===== config.mk =====
export PLATFORM = sky130hd
export DESIGN_NAME = npc_codec
export DESIGN_NICKNAME = d
export VERILOG_FILES = /design/src/design/npc_pkg.sv /design/src/design/npc_codec.sv /design/src/design/npc_len_lut.sv
export SDC_FILE = /design/constraint.sdc
export NUM_CORES = 2
export LEC_CHECK = 0
export BUFFER_PORTS_ARGS = -buffer_cell sky130_fd_sc_hd__buf_2
export CORE_MARGIN = 8
export CORE_UTILIZATION = 57
export CTS_CLUSTER_SIZE = 24
export DETAILED_ROUTE_END_ITERATION = 6
export MAX_ROUTING_LAYER = met4
export PLACE_DENSITY = 0.8
export SYNTH_ARGS = -nofsm -noshare
export SYNTH_HDL_FRONTEND = slang
export SYNTH_SLANG_ARGS = --single-unit

===== constraint.sdc =====
create_clock -name clock_i -period 3.13 [get_ports clock_i]
set_input_delay 0.626 -clock clock_i [delete_from_list [all_inputs] [get_ports clock_i]]
set_output_delay 0.626 -clock clock_i [all_outputs]
set_load 0.02 [all_outputs]

===== src/design/npc_pkg.sv =====
package npc_pkg;
	// packet identifiers, one byte each
	localparam logic [7:0] ID_EULER = 8'h27;
	localparam logic [7:0] ID_QUAT = 8'h28;
	localparam logic [7:0] ID_ROTATION_MATRIX = 8'h29;
	localparam logic [7:0] ID_ANG_RATE = 8'h2A;
	localparam logic [7:0] ID_ANG_ACCEL = 8'h2B;
	localparam logic [7:0] ID_EXT_POS_VEL = 8'h2C;
	localparam logic [7:0] ID_EXT_POS = 8'h2D;
	localparam logic [7:0] ID_EXT_VEL = 8'h2E;
	// fixed payload lengths in bytes
	localparam logic [7:0] LEN_EULER = 8'h0C;
	localparam logic [7:0] LEN_QUAT = 8'h10;
	localparam logic [7:0] LEN_ROTATION_MATRIX = 8'h24;
	localparam logic [7:0] LEN_ANG_RATE = 8'h0C;
	localparam logic [7:0] LEN_ANG_ACCEL = 8'h0C;
	localparam logic [7:0] LEN_EXT_POS_VEL = 8'h3C;
	localparam logic [7:0] LEN_EXT_POS = 8'h24;
	localparam logic [7:0] LEN_EXT_VEL = 8'h18;
	// largest payloads in each direction
	localparam int TX_MAX_BYTES = 36;
	localparam int RX_MAX_BYTES = 60;
	// byte offsets inside the aiding payloads
	localparam int OFS_LAT = 0;
	localparam int OFS_LON = 8;
	localparam int OFS_HGT = 16;
	localparam int OFS_PV_VEL = 24;
	localparam int OFS_PV_SD = 36;
	localparam int OFS_P_SD = 24;
	localparam int OFS_V_VEL = 0;
	localparam int OFS_V_SD = 12;
	// spacing of single and double precision fields
	localparam int FP32_BYTES = 4;
	localparam int FP64_BYTES = 8;
endpackage : npc_pkg


===== src/design/npc_codec.sv =====
`timescale 1ns/10ps
module npc_codec (
	input wire logic clock_i,
	input wire logic srst_i,
	// transmit request: identifier plus payload words, word 0 in the low bits
	input wire logic tx_req_i,
	input wire logic [7:0] tx_id_i,
	input wire logic [32*npc_pkg::TX_MAX_BYTES/4-1:0] tx_words_i,
	input wire logic tx_ready_i,
	output logic tx_busy_o,
	output logic tx_reject_o,
	output logic [7:0] tx_id_o,
	output logic [7:0] tx_len_o,
	output logic [7:0] tx_byte_o,
	output logic tx_valid_o,
	output logic tx_first_o,
	output logic tx_last_o,
	// receive stream from the deframer
	input wire logic rx_start_i,
	input wire logic [7:0] rx_id_i,
	input wire logic [7:0] rx_len_i,
	input wire logic [7:0] rx_byte_i,
	input wire logic rx_valid_i,
	input wire logic rx_last_i,
	output logic rx_drop_o,
	output logic aid_pos_upd_o,
	output logic aid_vel_upd_o,
	output logic [63:0] aid_lat_o,
	output logic [63:0] aid_lon_o,
	output logic [63:0] aid_hgt_o,
	output logic [95:0] aid_vel_ned_o,
	output logic [95:0] aid_pos_sd_o,
	output logic [95:0] aid_vel_sd_o
);
	localparam int TXW = 8 * npc_pkg::TX_MAX_BYTES;

	typedef enum logic [0:0] {TX_IDLE, TX_SEND} npc_tx_e;
	typedef enum logic [1:0] {RX_IDLE, RX_RECV, RX_DROP} npc_rx_e;

	// lookups for both directions
	logic [7:0] tx_lut_len; // fixed length of requested id
	logic tx_lut_ok; // id belongs to the outgoing group
	logic [7:0] rx_lut_len; // fixed length of announced id
	logic rx_lut_ok; // id belongs to the aiding group

	npc_len_lut u_tx_lut (
		.id_i(tx_id_i),
		.len_o(tx_lut_len),
		.is_tx_o(tx_lut_ok),
		.is_rx_o()
	);
	npc_len_lut u_rx_lut (
		.id_i(rx_id_i),
		.len_o(rx_lut_len),
		.is_tx_o(),
		.is_rx_o(rx_lut_ok)
	);

	// transmit state
	npc_tx_e tx_st_ff, nxt_tx_st;
	logic [TXW-1:0] tx_data_ff, nxt_tx_data; // latched payload, byte k at bits 8k
	logic [7:0] tx_idx_ff, nxt_tx_idx; // index of the byte on the output
	logic [7:0] tx_id_ff, nxt_tx_id;
	logic [7:0] tx_len_ff, nxt_tx_len;
	logic [7:0] tx_byte_ff, nxt_tx_byte;
	logic tx_valid_ff, nxt_tx_valid;
	logic tx_first_ff, nxt_tx_first;
	logic tx_last_ff, nxt_tx_last;
	logic tx_reject_ff, nxt_tx_reject;

	// transmit next state: latch words, then walk bytes low to high
	always_comb begin
		nxt_tx_st = tx_st_ff;
		nxt_tx_data = tx_data_ff;
		nxt_tx_idx = tx_idx_ff;
		nxt_tx_id = tx_id_ff;
		nxt_tx_len = tx_len_ff;
		nxt_tx_byte = tx_byte_ff;
		nxt_tx_valid = tx_valid_ff;
		nxt_tx_first = tx_first_ff;
		nxt_tx_last = tx_last_ff;
		nxt_tx_reject = 1'b0;
		case (tx_st_ff)
			TX_IDLE: begin
				if (tx_req_i && tx_lut_ok) begin
					// word order of the caller is the field order of each layout
					nxt_tx_data = tx_words_i;
					nxt_tx_id = tx_id_i;
					nxt_tx_len = tx_lut_len;
					nxt_tx_idx = 8'h00;
					nxt_tx_byte = tx_words_i[7:0];
					nxt_tx_valid = 1'b1;
					nxt_tx_first = 1'b1;
					nxt_tx_last = 1'b0;
					nxt_tx_st = TX_SEND;
				end else if (tx_req_i) begin
					// identifiers outside the outgoing group are never framed
					nxt_tx_reject = 1'b1;
				end
			end
			TX_SEND: begin
				if (tx_ready_i) begin
					if (tx_last_ff) begin
						nxt_tx_valid = 1'b0;
						nxt_tx_last = 1'b0;
						nxt_tx_first = 1'b0;
						nxt_tx_st = TX_IDLE;
					end else begin
						// least significant byte of each float goes first
						nxt_tx_idx = tx_idx_ff + 8'h01;
						nxt_tx_byte = tx_data_ff[8*nxt_tx_idx +: 8];
						nxt_tx_first = 1'b0;
						nxt_tx_last = (nxt_tx_idx == tx_len_ff - 8'h01);
					end
				end
			end
			default: begin
				nxt_tx_st = TX_IDLE;
			end
		endcase
	end

	// transmit registers
	always_ff @(posedge clock_i) begin
		if (srst_i) begin
			tx_st_ff <= TX_IDLE;
			tx_data_ff <= '0;
			tx_idx_ff <= 8'h00;
			tx_id_ff <= 8'h00;
			tx_len_ff <= 8'h00;
			tx_byte_ff <= 8'h00;
			tx_valid_ff <= 1'b0;
			tx_first_ff <= 1'b0;
			tx_last_ff <= 1'b0;
			tx_reject_ff <= 1'b0;
		end else begin
			tx_st_ff <= nxt_tx_st;
			tx_data_ff <= nxt_tx_data;
			tx_idx_ff <= nxt_tx_idx;
			tx_id_ff <= nxt_tx_id;
			tx_len_ff <= nxt_tx_len;
			tx_byte_ff <= nxt_tx_byte;
			tx_valid_ff <= nxt_tx_valid;
			tx_first_ff <= nxt_tx_first;
			tx_last_ff <= nxt_tx_last;
			tx_reject_ff <= nxt_tx_reject;
		end
	end

	// receive state
	npc_rx_e rx_st_ff, nxt_rx_st;
	logic [7:0] stage_ff [0:npc_pkg::RX_MAX_BYTES-1]; // raw payload bytes
	logic [7:0] nxt_stage [0:npc_pkg::RX_MAX_BYTES-1];
	logic [7:0] rx_cnt_ff, nxt_rx_cnt; // bytes taken so far
	logic [7:0] rx_id_ff, nxt_rx_id;
	logic [7:0] rx_len_ff, nxt_rx_len;
	logic commit_ff, nxt_commit; // payload complete, decode next cycle
	logic rx_drop_ff, nxt_rx_drop;

	// receive next state: stage bytes, check count at the last one
	always_comb begin
		nxt_rx_st = rx_st_ff;
		nxt_stage = stage_ff;
		nxt_rx_cnt = rx_cnt_ff;
		nxt_rx_id = rx_id_ff;
		nxt_rx_len = rx_len_ff;
		nxt_commit = 1'b0;
		nxt_rx_drop = 1'b0;
		if (rx_start_i) begin
			// a new start abandons any packet still in flight
			nxt_rx_id = rx_id_i;
			nxt_rx_len = rx_len_i;
			nxt_rx_cnt = 8'h00;
			if (rx_lut_ok && (rx_len_i == rx_lut_len)) begin
				nxt_rx_st = RX_RECV;
			end else begin
				nxt_rx_st = RX_DROP;
				nxt_rx_drop = rx_lut_ok;
			end
		end else begin
			case (rx_st_ff)
				RX_IDLE: begin
					nxt_rx_st = RX_IDLE;
				end
				RX_RECV: begin
					if (rx_valid_i) begin
						if (rx_cnt_ff < rx_len_ff) begin
							nxt_stage[rx_cnt_ff[5:0]] = rx_byte_i;
						end
						nxt_rx_cnt = rx_cnt_ff + 8'h01;
						if (rx_last_i) begin
							// byte count must equal the fixed length exactly
							nxt_commit = (nxt_rx_cnt == rx_len_ff);
							nxt_rx_drop = (nxt_rx_cnt != rx_len_ff);
							nxt_rx_st = RX_IDLE;
						end else if (nxt_rx_cnt > rx_len_ff) begin
							nxt_rx_drop = 1'b1;
							nxt_rx_st = RX_DROP;
						end
					end
				end
				RX_DROP: begin
					// swallow the rest of a bad packet
					if (rx_valid_i && rx_last_i) begin
						nxt_rx_st = RX_IDLE;
					end
				end
				default: begin
					nxt_rx_st = RX_IDLE;
				end
			endcase
		end
	end

	// receive registers
	always_ff @(posedge clock_i) begin
		if (srst_i) begin
			rx_st_ff <= RX_IDLE;
			rx_cnt_ff <= 8'h00;
			rx_id_ff <= 8'h00;
			rx_len_ff <= 8'h00;
			commit_ff <= 1'b0;
			rx_drop_ff <= 1'b0;
			for (int i = 0; i < npc_pkg::RX_MAX_BYTES; i++) begin
				stage_ff[i] <= 8'h00;
			end
		end else begin
			rx_st_ff <= nxt_rx_st;
			rx_cnt_ff <= nxt_rx_cnt;
			rx_id_ff <= nxt_rx_id;
			rx_len_ff <= nxt_rx_len;
			commit_ff <= nxt_commit;
			rx_drop_ff <= nxt_rx_drop;
			stage_ff <= nxt_stage;
		end
	end

	// little-endian single float at a byte offset of the staged payload
	function automatic logic [31:0] le32(input int ofs);
		le32 = {stage_ff[ofs + 3], stage_ff[ofs + 2], stage_ff[ofs + 1], stage_ff[ofs]};
	endfunction : le32

	// little-endian double float: upper word sits four bytes higher
	function automatic logic [63:0] le64(input int ofs);
		le64 = {le32(ofs + npc_pkg::FP32_BYTES), le32(ofs)};
	endfunction : le64

	// stored aiding values
	logic [63:0] lat_ff, nxt_lat, lon_ff, nxt_lon, hgt_ff, nxt_hgt;
	logic [95:0] vel_ff, nxt_vel, psd_ff, nxt_psd, vsd_ff, nxt_vsd;
	logic pos_upd_ff, nxt_pos_upd, vel_upd_ff, nxt_vel_upd;

	// decode a committed payload; the array is stable for this cycle
	always_comb begin
		nxt_lat = lat_ff;
		nxt_lon = lon_ff;
		nxt_hgt = hgt_ff;
		nxt_vel = vel_ff;
		nxt_psd = psd_ff;
		nxt_vsd = vsd_ff;
		nxt_pos_upd = 1'b0;
		nxt_vel_upd = 1'b0;
		if (commit_ff) begin
			case (rx_id_ff)
				npc_pkg::ID_EXT_POS_VEL: begin
					nxt_lat = le64(npc_pkg::OFS_LAT);
					nxt_lon = le64(npc_pkg::OFS_LON);
					nxt_hgt = le64(npc_pkg::OFS_HGT);
					for (int k = 0; k < 3; k++) begin
						nxt_vel[32*k +: 32] = le32(npc_pkg::OFS_PV_VEL + npc_pkg::FP32_BYTES * k);
						nxt_psd[32*k +: 32] = le32(npc_pkg::OFS_PV_SD + npc_pkg::FP32_BYTES * k);
						nxt_vsd[32*k +: 32] = le32(npc_pkg::OFS_PV_SD + npc_pkg::FP32_BYTES * (k + 3));
					end
					nxt_pos_upd = 1'b1;
					nxt_vel_upd = 1'b1;
				end
				npc_pkg::ID_EXT_POS: begin
					nxt_lat = le64(npc_pkg::OFS_LAT);
					nxt_lon = le64(npc_pkg::OFS_LON);
					nxt_hgt = le64(npc_pkg::OFS_HGT);
					for (int k = 0; k < 3; k++) begin
						nxt_psd[32*k +: 32] = le32(npc_pkg::OFS_P_SD + npc_pkg::FP32_BYTES * k);
					end
					nxt_pos_upd = 1'b1;
				end
				npc_pkg::ID_EXT_VEL: begin
					for (int k = 0; k < 3; k++) begin
						nxt_vel[32*k +: 32] = le32(npc_pkg::OFS_V_VEL + npc_pkg::FP32_BYTES * k);
						nxt_vsd[32*k +: 32] = le32(npc_pkg::OFS_V_SD + npc_pkg::FP32_BYTES * k);
					end
					nxt_vel_upd = 1'b1;
				end
				default: begin
					nxt_pos_upd = 1'b0;
				end
			endcase
		end
	end

	// aiding value registers
	always_ff @(posedge clock_i) begin
		if (srst_i) begin
			lat_ff <= 64'h0;
			lon_ff <= 64'h0;
			hgt_ff <= 64'h0;
			vel_ff <= 96'h0;
			psd_ff <= 96'h0;
			vsd_ff <= 96'h0;
			pos_upd_ff <= 1'b0;
			vel_upd_ff <= 1'b0;
		end else begin
			lat_ff <= nxt_lat;
			lon_ff <= nxt_lon;
			hgt_ff <= nxt_hgt;
			vel_ff <= nxt_vel;
			psd_ff <= nxt_psd;
			vsd_ff <= nxt_vsd;
			pos_upd_ff <= nxt_pos_upd;
			vel_upd_ff <= nxt_vel_upd;
		end
	end

	// outputs straight from flip-flops
	assign tx_busy_o = (tx_st_ff == TX_SEND);
	assign tx_reject_o = tx_reject_ff;
	assign tx_id_o = tx_id_ff;
	assign tx_len_o = tx_len_ff;
	assign tx_byte_o = tx_byte_ff;
	assign tx_valid_o = tx_valid_ff;
	assign tx_first_o = tx_first_ff;
	assign tx_last_o = tx_last_ff;
	assign rx_drop_o = rx_drop_ff;
	assign aid_pos_upd_o = pos_upd_ff;
	assign aid_vel_upd_o = vel_upd_ff;
	assign aid_lat_o = lat_ff;
	assign aid_lon_o = lon_ff;
	assign aid_hgt_o = hgt_ff;
	assign aid_vel_ned_o = vel_ff;
	assign aid_pos_sd_o = psd_ff;
	assign aid_vel_sd_o = vsd_ff;
endmodule : npc_codec


===== src/design/npc_len_lut.sv =====
`timescale 1ns/10ps
// maps a packet identifier to its fixed payload length and direction
module npc_len_lut (
	input wire logic [7:0] id_i,
	output logic [7:0] len_o,
	output logic is_tx_o,
	output logic is_rx_o
);
	// pure lookup; unknown identifiers get length zero and no direction
	always_comb begin
		len_o = 8'h00;
		is_tx_o = 1'b0;
		is_rx_o = 1'b0;
		case (id_i)
			npc_pkg::ID_EULER: begin
				len_o = npc_pkg::LEN_EULER;
				is_tx_o = 1'b1;
			end
			npc_pkg::ID_QUAT: begin
				len_o = npc_pkg::LEN_QUAT;
				is_tx_o = 1'b1;
			end
			npc_pkg::ID_ROTATION_MATRIX: begin
				len_o = npc_pkg::LEN_ROTATION_MATRIX;
				is_tx_o = 1'b1;
			end
			npc_pkg::ID_ANG_RATE: begin
				len_o = npc_pkg::LEN_ANG_RATE;
				is_tx_o = 1'b1;
			end
			npc_pkg::ID_ANG_ACCEL: begin
				len_o = npc_pkg::LEN_ANG_ACCEL;
				is_tx_o = 1'b1;
			end
			npc_pkg::ID_EXT_POS_VEL: begin
				len_o = npc_pkg::LEN_EXT_POS_VEL;
				is_rx_o = 1'b1;
			end
			npc_pkg::ID_EXT_POS: begin
				len_o = npc_pkg::LEN_EXT_POS;
				is_rx_o = 1'b1;
			end
			npc_pkg::ID_EXT_VEL: begin
				len_o = npc_pkg::LEN_EXT_VEL;
				is_rx_o = 1'b1;
			end
			default: begin
				len_o = 8'h00;
			end
		endcase
	end
endmodule : npc_len_lut


=== Word level (Yosys, flattened, before mapping) ===
Index checks and enable logic that the tools add are counted.

* Output and inout bits: 512
* Register bits after elaboration: 1315
* Input bits: 327

* Reduce and logical (&&, ||, !) cells: 28
* Order comparisons: 4
* Muxes and demuxes: 48
* Shift operators: 1
* Bitwise logic cells: 7
* Add/subtract/negate cells: 3
* Eq/ne operators: 32

{| class="wikitable"
|+ Operator list
! kind !! count
|-
| $pmux W96 S2 || 3
|-
| $bwmux W480 || 1
|-
| $shiftx A288 B12 Y8 || 1
|-
| $eq A8 B6 Y1 const B || 19
|-
| $pmux W6 S5 || 2
|-
| $mux W8 || 7
|-
| $demux W8 S6 || 1
|-
| $pmux W8 S2 || 2
|-
| $eq A8 B8 Y1 || 3
|-
| $mux W1 || 21
|-
| $add A8 B1 Y8 const B || 2
|-
| $mux W2 || 6
|-
| $reduce_and A2 Y1 || 6
|-
| $reduce_or A2 Y1 || 6
|-
| $reduce_or A3 Y1 || 4
|-
| $reduce_or A5 Y1 || 2
|-
| $reduce_and A3 Y1 || 3
|-
| $gt A8 B8 Y1 || 1
|-
| $lt A8 B8 Y1 || 1
|-
| $ne A8 B8 Y1 || 1
|-
| $pmux W1 S2 || 4
|-
| $sub A8 B1 Y8 const B || 1
|-
| $ge A7 B7 Y1 const B || 1
|-
| $lt A7 B1 Y1 const B || 1
|-
| other kinds (12) || 24
|}

=== Longest topological paths before layout ===
* Word-level depth: 7
* Mapped depth: 14
* Gate-level depth less buffers: 11

=== Hierarchy ===
A second synthesis with hierarchy kept.

* Cell total of the unflattened synthesis: 6317
* Area total of the unflattened synthesis: 53969.3 um^2

{| class="wikitable"
|+ By module, submodules not included
! module !! cells an instance !! seq. area each (um^2) !! times used !! area an instance (um^2)
|-
| npc_codec || 6265 || 26325.2 || 1 || 53631.4
|-
| npc_len_lut || 26 || 0.0 || 2 || 168.9
|}

=== Worst setup path before layout ===
No wires, ideal clock.

* Path type: reg-to-reg
* Start: reg tx_idx_ff[0]
* End: reg tx_byte_ff[4] (netlist: tx_byte_o[4])
* Stages on the path, launching flop included: 15
* Arrival time: 2.777 ns
* Clock period less this slack: 2.863 ns
* Setup time: 0.086 ns
* Path slack: 0.267 ns
* Path through: dfxtp_1 > buf_4 > buf_6 > buf_4 > buf_2 > inv_1 > ha_1 > buf_4 > buf_6 > clkbuf_1 > mux4_2 > mux2i_1 > a21oi_1 > nand3_1 > a211oi_1

* Cells in the longest elaborated chain, start to end: 5

{| class="wikitable"
|+ RTL lines
! what !! line !! source
|-
| start, declared || npc_codec.sv:62 || <nowiki>logic [7:0] tx_idx_ff, nxt_tx_idx;</nowiki>
|-
| start signal, assigned || npc_codec.sv:139 || <nowiki>tx_idx_ff <= nxt_tx_idx;</nowiki>
|-
| $add A8 B1 Y8 || npc_codec.sv:110 || <nowiki>nxt_tx_idx = tx_idx_ff + 8'h01;</nowiki>
|-
| $shiftx A288 B12 Y8 || npc_codec.sv:111 || <nowiki>nxt_tx_byte = tx_data_ff[8*nxt_tx_idx +: 8];</nowiki>
|-
| $mux W8 || npc_codec.sv:103 || <nowiki>if (tx_last_ff) begin</nowiki>
|-
| $mux W8 || npc_codec.sv:102 || <nowiki>if (tx_ready_i) begin</nowiki>
|-
| $pmux W8 S2 || npc_codec.sv:83 || <nowiki>case (tx_st_ff)</nowiki>
|-
| end signal, assigned || npc_codec.sv:142 || <nowiki>tx_byte_ff <= nxt_tx_byte;</nowiki>
|-
| end, declared || npc_codec.sv:65 || <nowiki>logic [7:0] tx_byte_ff, nxt_tx_byte;</nowiki>
|}

Every way passes these cells. The select of a mux whose other input is x is not followed.
A chain may end at the register's enable or synchronous reset.

=== Final worst setup path ===
* Start: reg rx_cnt_ff[0]
* End: reg stage_ff[385] (netlist bit)

* Cells in the longest elaborated chain, start to end: 6

{| class="wikitable"
|+ RTL lines
! what !! line !! source
|-
| start, declared || npc_codec.sv:154 || <nowiki>logic [7:0] rx_cnt_ff, nxt_rx_cnt;</nowiki>
|-
| start signal, assigned || npc_codec.sv:229 || <nowiki>rx_cnt_ff <= nxt_rx_cnt;</nowiki>
|-
| $not A6 Y7 (not written as such) || npc_codec.sv:188 || <nowiki>nxt_stage[rx_cnt_ff[5:0]] = rx_byte_i;</nowiki>
|-
| $ge A7 B7 Y1 (not written as such) or $lt A7 B1 Y1 (tied branches) || npc_codec.sv:188 ||
|-
| $logic_and A1 B1 Y1 (not written as such) || npc_codec.sv:188 ||
|-
| $mux W8 (not written as such) || npc_codec.sv:188 ||
|-
| $demux W8 S6 || npc_codec.sv:188 ||
|-
| $bwmux W480 || npc_codec.sv:188 ||
|-
| end signal, assigned || npc_codec.sv:234 || <nowiki>stage_ff <= nxt_stage;</nowiki>
|-
| end, declared || npc_codec.sv:152 || <nowiki>logic [7:0] stage_ff [0:npc_pkg::RX_MAX_BYTES-1];</nowiki>
|}

Parallel ways exist; a longest one is shown, timed or not.

==> impl_metrics.tcl <==
set metrics [dict create \
    status "finished, final reports clean" \
    dominantRegCellSynth "dfxtp_1" \
    initial_utilization_pct 57.6 \
    period_share_pct 87.9 \
    drive_gt1_share_pct 19.5 \
    critPathMostFrequentCell "buf_4" \
    crit_cells 10 \
    rsz0062_at_grt "no" \
    dp_hpwl_um 134000 \
    io_buffer_count 834 \
    grt_pass1_wl_um 288000 \
    critical_path_class "reg -> reg" \
    drv_cap 0 \
    tritoncts "done" \
    vias 51200 \
    wl_um 196000 \
    cp_cell_sequence "inv_1 -> ha_1 -> nor2b_1 -> o21a_1 -> o21ai_1 -> a221oi_4 -> buf_4 -> buf_4 -> o21ai_0 -> a21oi_1" \
    top_layer_used "met4" \
    regToRegSetupSlack_ns 0.38 \
    fp.dieH_um 323 \
    startpoint "rx_cnt_ff[0]" \
    placed_cell_area_um2 58900 \
    hp-class "in -> reg" \
    cts_root_buf "clkbuf_16" \
    p_total_mw 34.6 \
    avgRoutedWirePerCell_um 24.0 \
    grt_usage_pct 36.5 \
    reg2reg_depth 10 \
    rows 112 \
    synth_area_leaders "dfxtp_1 49%, a21oi_1 8.8%, nand2_1 7.0%, mux2i_1 7.0%, nand3_1 4.6%" \
    worstPathMaxFanout 41 \
    critPathCaptureType "register" \
    setup_viol 0 \
    dieArea_um2 105000 \
    reg2reg_to "stage_ff[385]" \
    wl_met1_um 74200 \
    cts_setup_buffers 0 \
    cp-start-kind "register" \
    cts.htree.levels 4 \
    drtIter0Drc 6810 \
    path_delay_family "compound AO/OA/AOI/OAI gates" \
    synth_area_um2 53800 \
    die_w_um 323 \
    hold_violations 0 \
    synth.distinct_cells 71 \
    ioPinCount 839 \
    synthCells 6254 \
    first_global_vias 47700 \
    crit_slowest_cell "dfxtp_1" \
    cts.sinks 1311 \
    synthArstFlopShare_pct 0 \
    firstDrtPassIters 6 \
    avgViaCountPerCell 6.28 \
    fill_cells 7358 \
    endpoint "stage_ff[385]" \
    cts_inserted_buffers 135 \
    period_needed_ns 2.75 \
    met3_length_um 21300 \
    path_buf_inv 3 \
    p_per_area_nw_per_um2 545 \
    gp_congestion 0.952 \
    antenna_found_initial 30 \
    fin_cells 8164 \
    slew_viol_final 0 \
    final_nets 7133 \
    synth.avg_cell_area_um2 8.61 \
    final_cell_mix "1,310 x dfxtp_1, 1,002 x nand2_1, 950 x a21oi_1, 833 x buf_2, 499 x nand3_1" \
    synth_seq_cells 1311 \
    core_area_um2 93500 \
    clkLatencyLatePin_ns 0.76 \
    final_common_cell "dfxtp_1" \
    tightest_slew_ns 1.15 \
    ctsHoldBuffers 0 \
    cts_resized 0 \
    worstHoldPathCells 3 \
    drc 0 \
    slew_headroom_pct 23.4 \
    irDropWorstVdd_uv 502 \
    utilization_pct 67.8 \
    max_clock_freq_mhz 363 \
    synth_top_area_share_pct 48.7 \
    r2r_start "rx_cnt_ff[0]" \
    synth_edf_count 0 \
    p_leak_nw 25.0 \
    crit_arrival_ns 3.43 \
    place_inst 7903 \
    ys_seq_area_share_pct 48.7 \
    slowest_delay_ns 0.56 \
    yosys.area.top_type "dfxtp_1" \
    met2WireLength_um 88600 \
    fin_skew_ns 0.0296 \
    grt-ovfl-total 0 \
    critPathRequiredTime_ns 3.81 \
    grt_max_degree 161 \
    antenna_left 0 \
    path_clk_slew_ns 0.06 \
    areaGrowthSynthToFinish_pct 17.7 \
    clk_path_buf_depth 3 \
    final_area_um2 63400 \
    fin_tns_setup_ns 0 \
    yosys_warnings 0 \
]
-- state kept, by name, indices dropped and copies added (netlist names), 2 cells and up --
name           count
tx_idx_ff          8
rx_id_ff           8
tx_data_ff       288
aid_hgt_o         64
rx_st_ff           2
aid_lat_o         64
tx_id_o            8
aid_pos_sd_o      96
aid_vel_sd_o      96
stage_ff         480
tx_byte_o          8
rx_len_ff          8
tx_len_o           4
aid_vel_ned_o     96
aid_lon_o         64
rx_cnt_ff          8
-- layout make-up --
| type | instances | area [µm²] | area share (%) |
|---|---|---|---|
| diodes | 23 | 57.6 | 0.0908 |
| clock buffers | 196 | 4030 | 6.36 |
| clock inverters | 42 | 422 | 0.665 |
| inverters | 20 | 75.1 | 0.118 |
| multi-input cells | 4356 | 25300 | 39.9 |
| flip-flops and latches | 1311 | 26200 | 41.4 |
| well taps | 1254 | 1570 | 2.48 |
| repair buffers | 962 | 5710 | 9.01 |
-- power breakdown --
group	internal (mW)	switching (mW)	total [mW]	leakage, nW
clock network	9.39	6.89	16.3	2.21
registers	16.7	0.0209	16.7	10.6
logic	0.390	1.15	1.54	12.2
total	26.5	8.06	34.6	25.0
-- cell usage after synthesis, types with 16 or more instances --
cell and n:
dfxtp_1 1311, nand2_1 1002, a21oi_1 950, nand3_1 499, o21ai_0 441, clkbuf_1 403, mux2i_1 375, nor2_1 363
a211oi_1 310, buf_2 121, mux4_2 72, nand2b_1 71, nor3_2 34, buf_1 27, nor2b_1 27, nor3_4 21
ha_1 20, inv_1 20, a221oi_1 16, buf_4 16
-- logic make-up (layout without fill, tap and decap cells) --
logic type / after synthesis / count (layout) / synth area share (%)
adders and majority gates: 20 / 20 / 0.465
AOI/OAI and AO/OA: 1751 / 1751 / 18.1
xor gates and xnor gates: 22 / 22 / 0.358
DFF: 1311 / 1311 / 48.7
buffers and inverters: 590 / 1220 / 4.55
other: 1 / 27 / 0.00697
and+or+nand+nor: 2112 / 2112 / 17.8
muxes: 447 / 447 / 9.98
-- worst register-to-register path, stage by stage (launching register included) --
cell      delay, ns
dfxtp_1        0.56
inv_1          0.17
ha_1           0.23
nor2b_1        0.13
o21a_1         0.12
o21ai_1        0.11
a221oi_4       0.31
buf_4          0.30
buf_4          0.40
o21ai_0        0.21
a21oi_1        0.16
-- through the flow --
step,hold WS (ns),setup slack (ns)
after detailed placement,0.443,0.413
after global routing,0.0902,0.147
after CTS,0.0596,0.406
after global placement,0.438,0.479
after floorplan,0.433,0.267
final,0.0968,0.378
-- worst min path at each step --
stage / start / to / slack [ns]
after global routing: tx_ready_i / tx_first_o / 0.09
final: tx_words_i[195] / tx_data_ff[195] / 0.1
after floorplan: tx_data_ff[10] / tx_data_ff[10] / 0.43
after global placement: tx_data_ff[130] / tx_data_ff[130] / 0.44
after detailed placement: aid_lat_o[53] / aid_lat_o[53] / 0.44
after CTS: tx_words_i[195] / tx_data_ff[195] / 0.06
-- per-layer routing --
metal / vias to the layer above / global-route usage [%]
met2: 3174 / 54.8
met1: 24400 / 45.1
met3: 635 / 8.39
li1: 23000 / -
met4: 0 / 20.8
met5: - / -
Power figures use the tool's default switching activity.
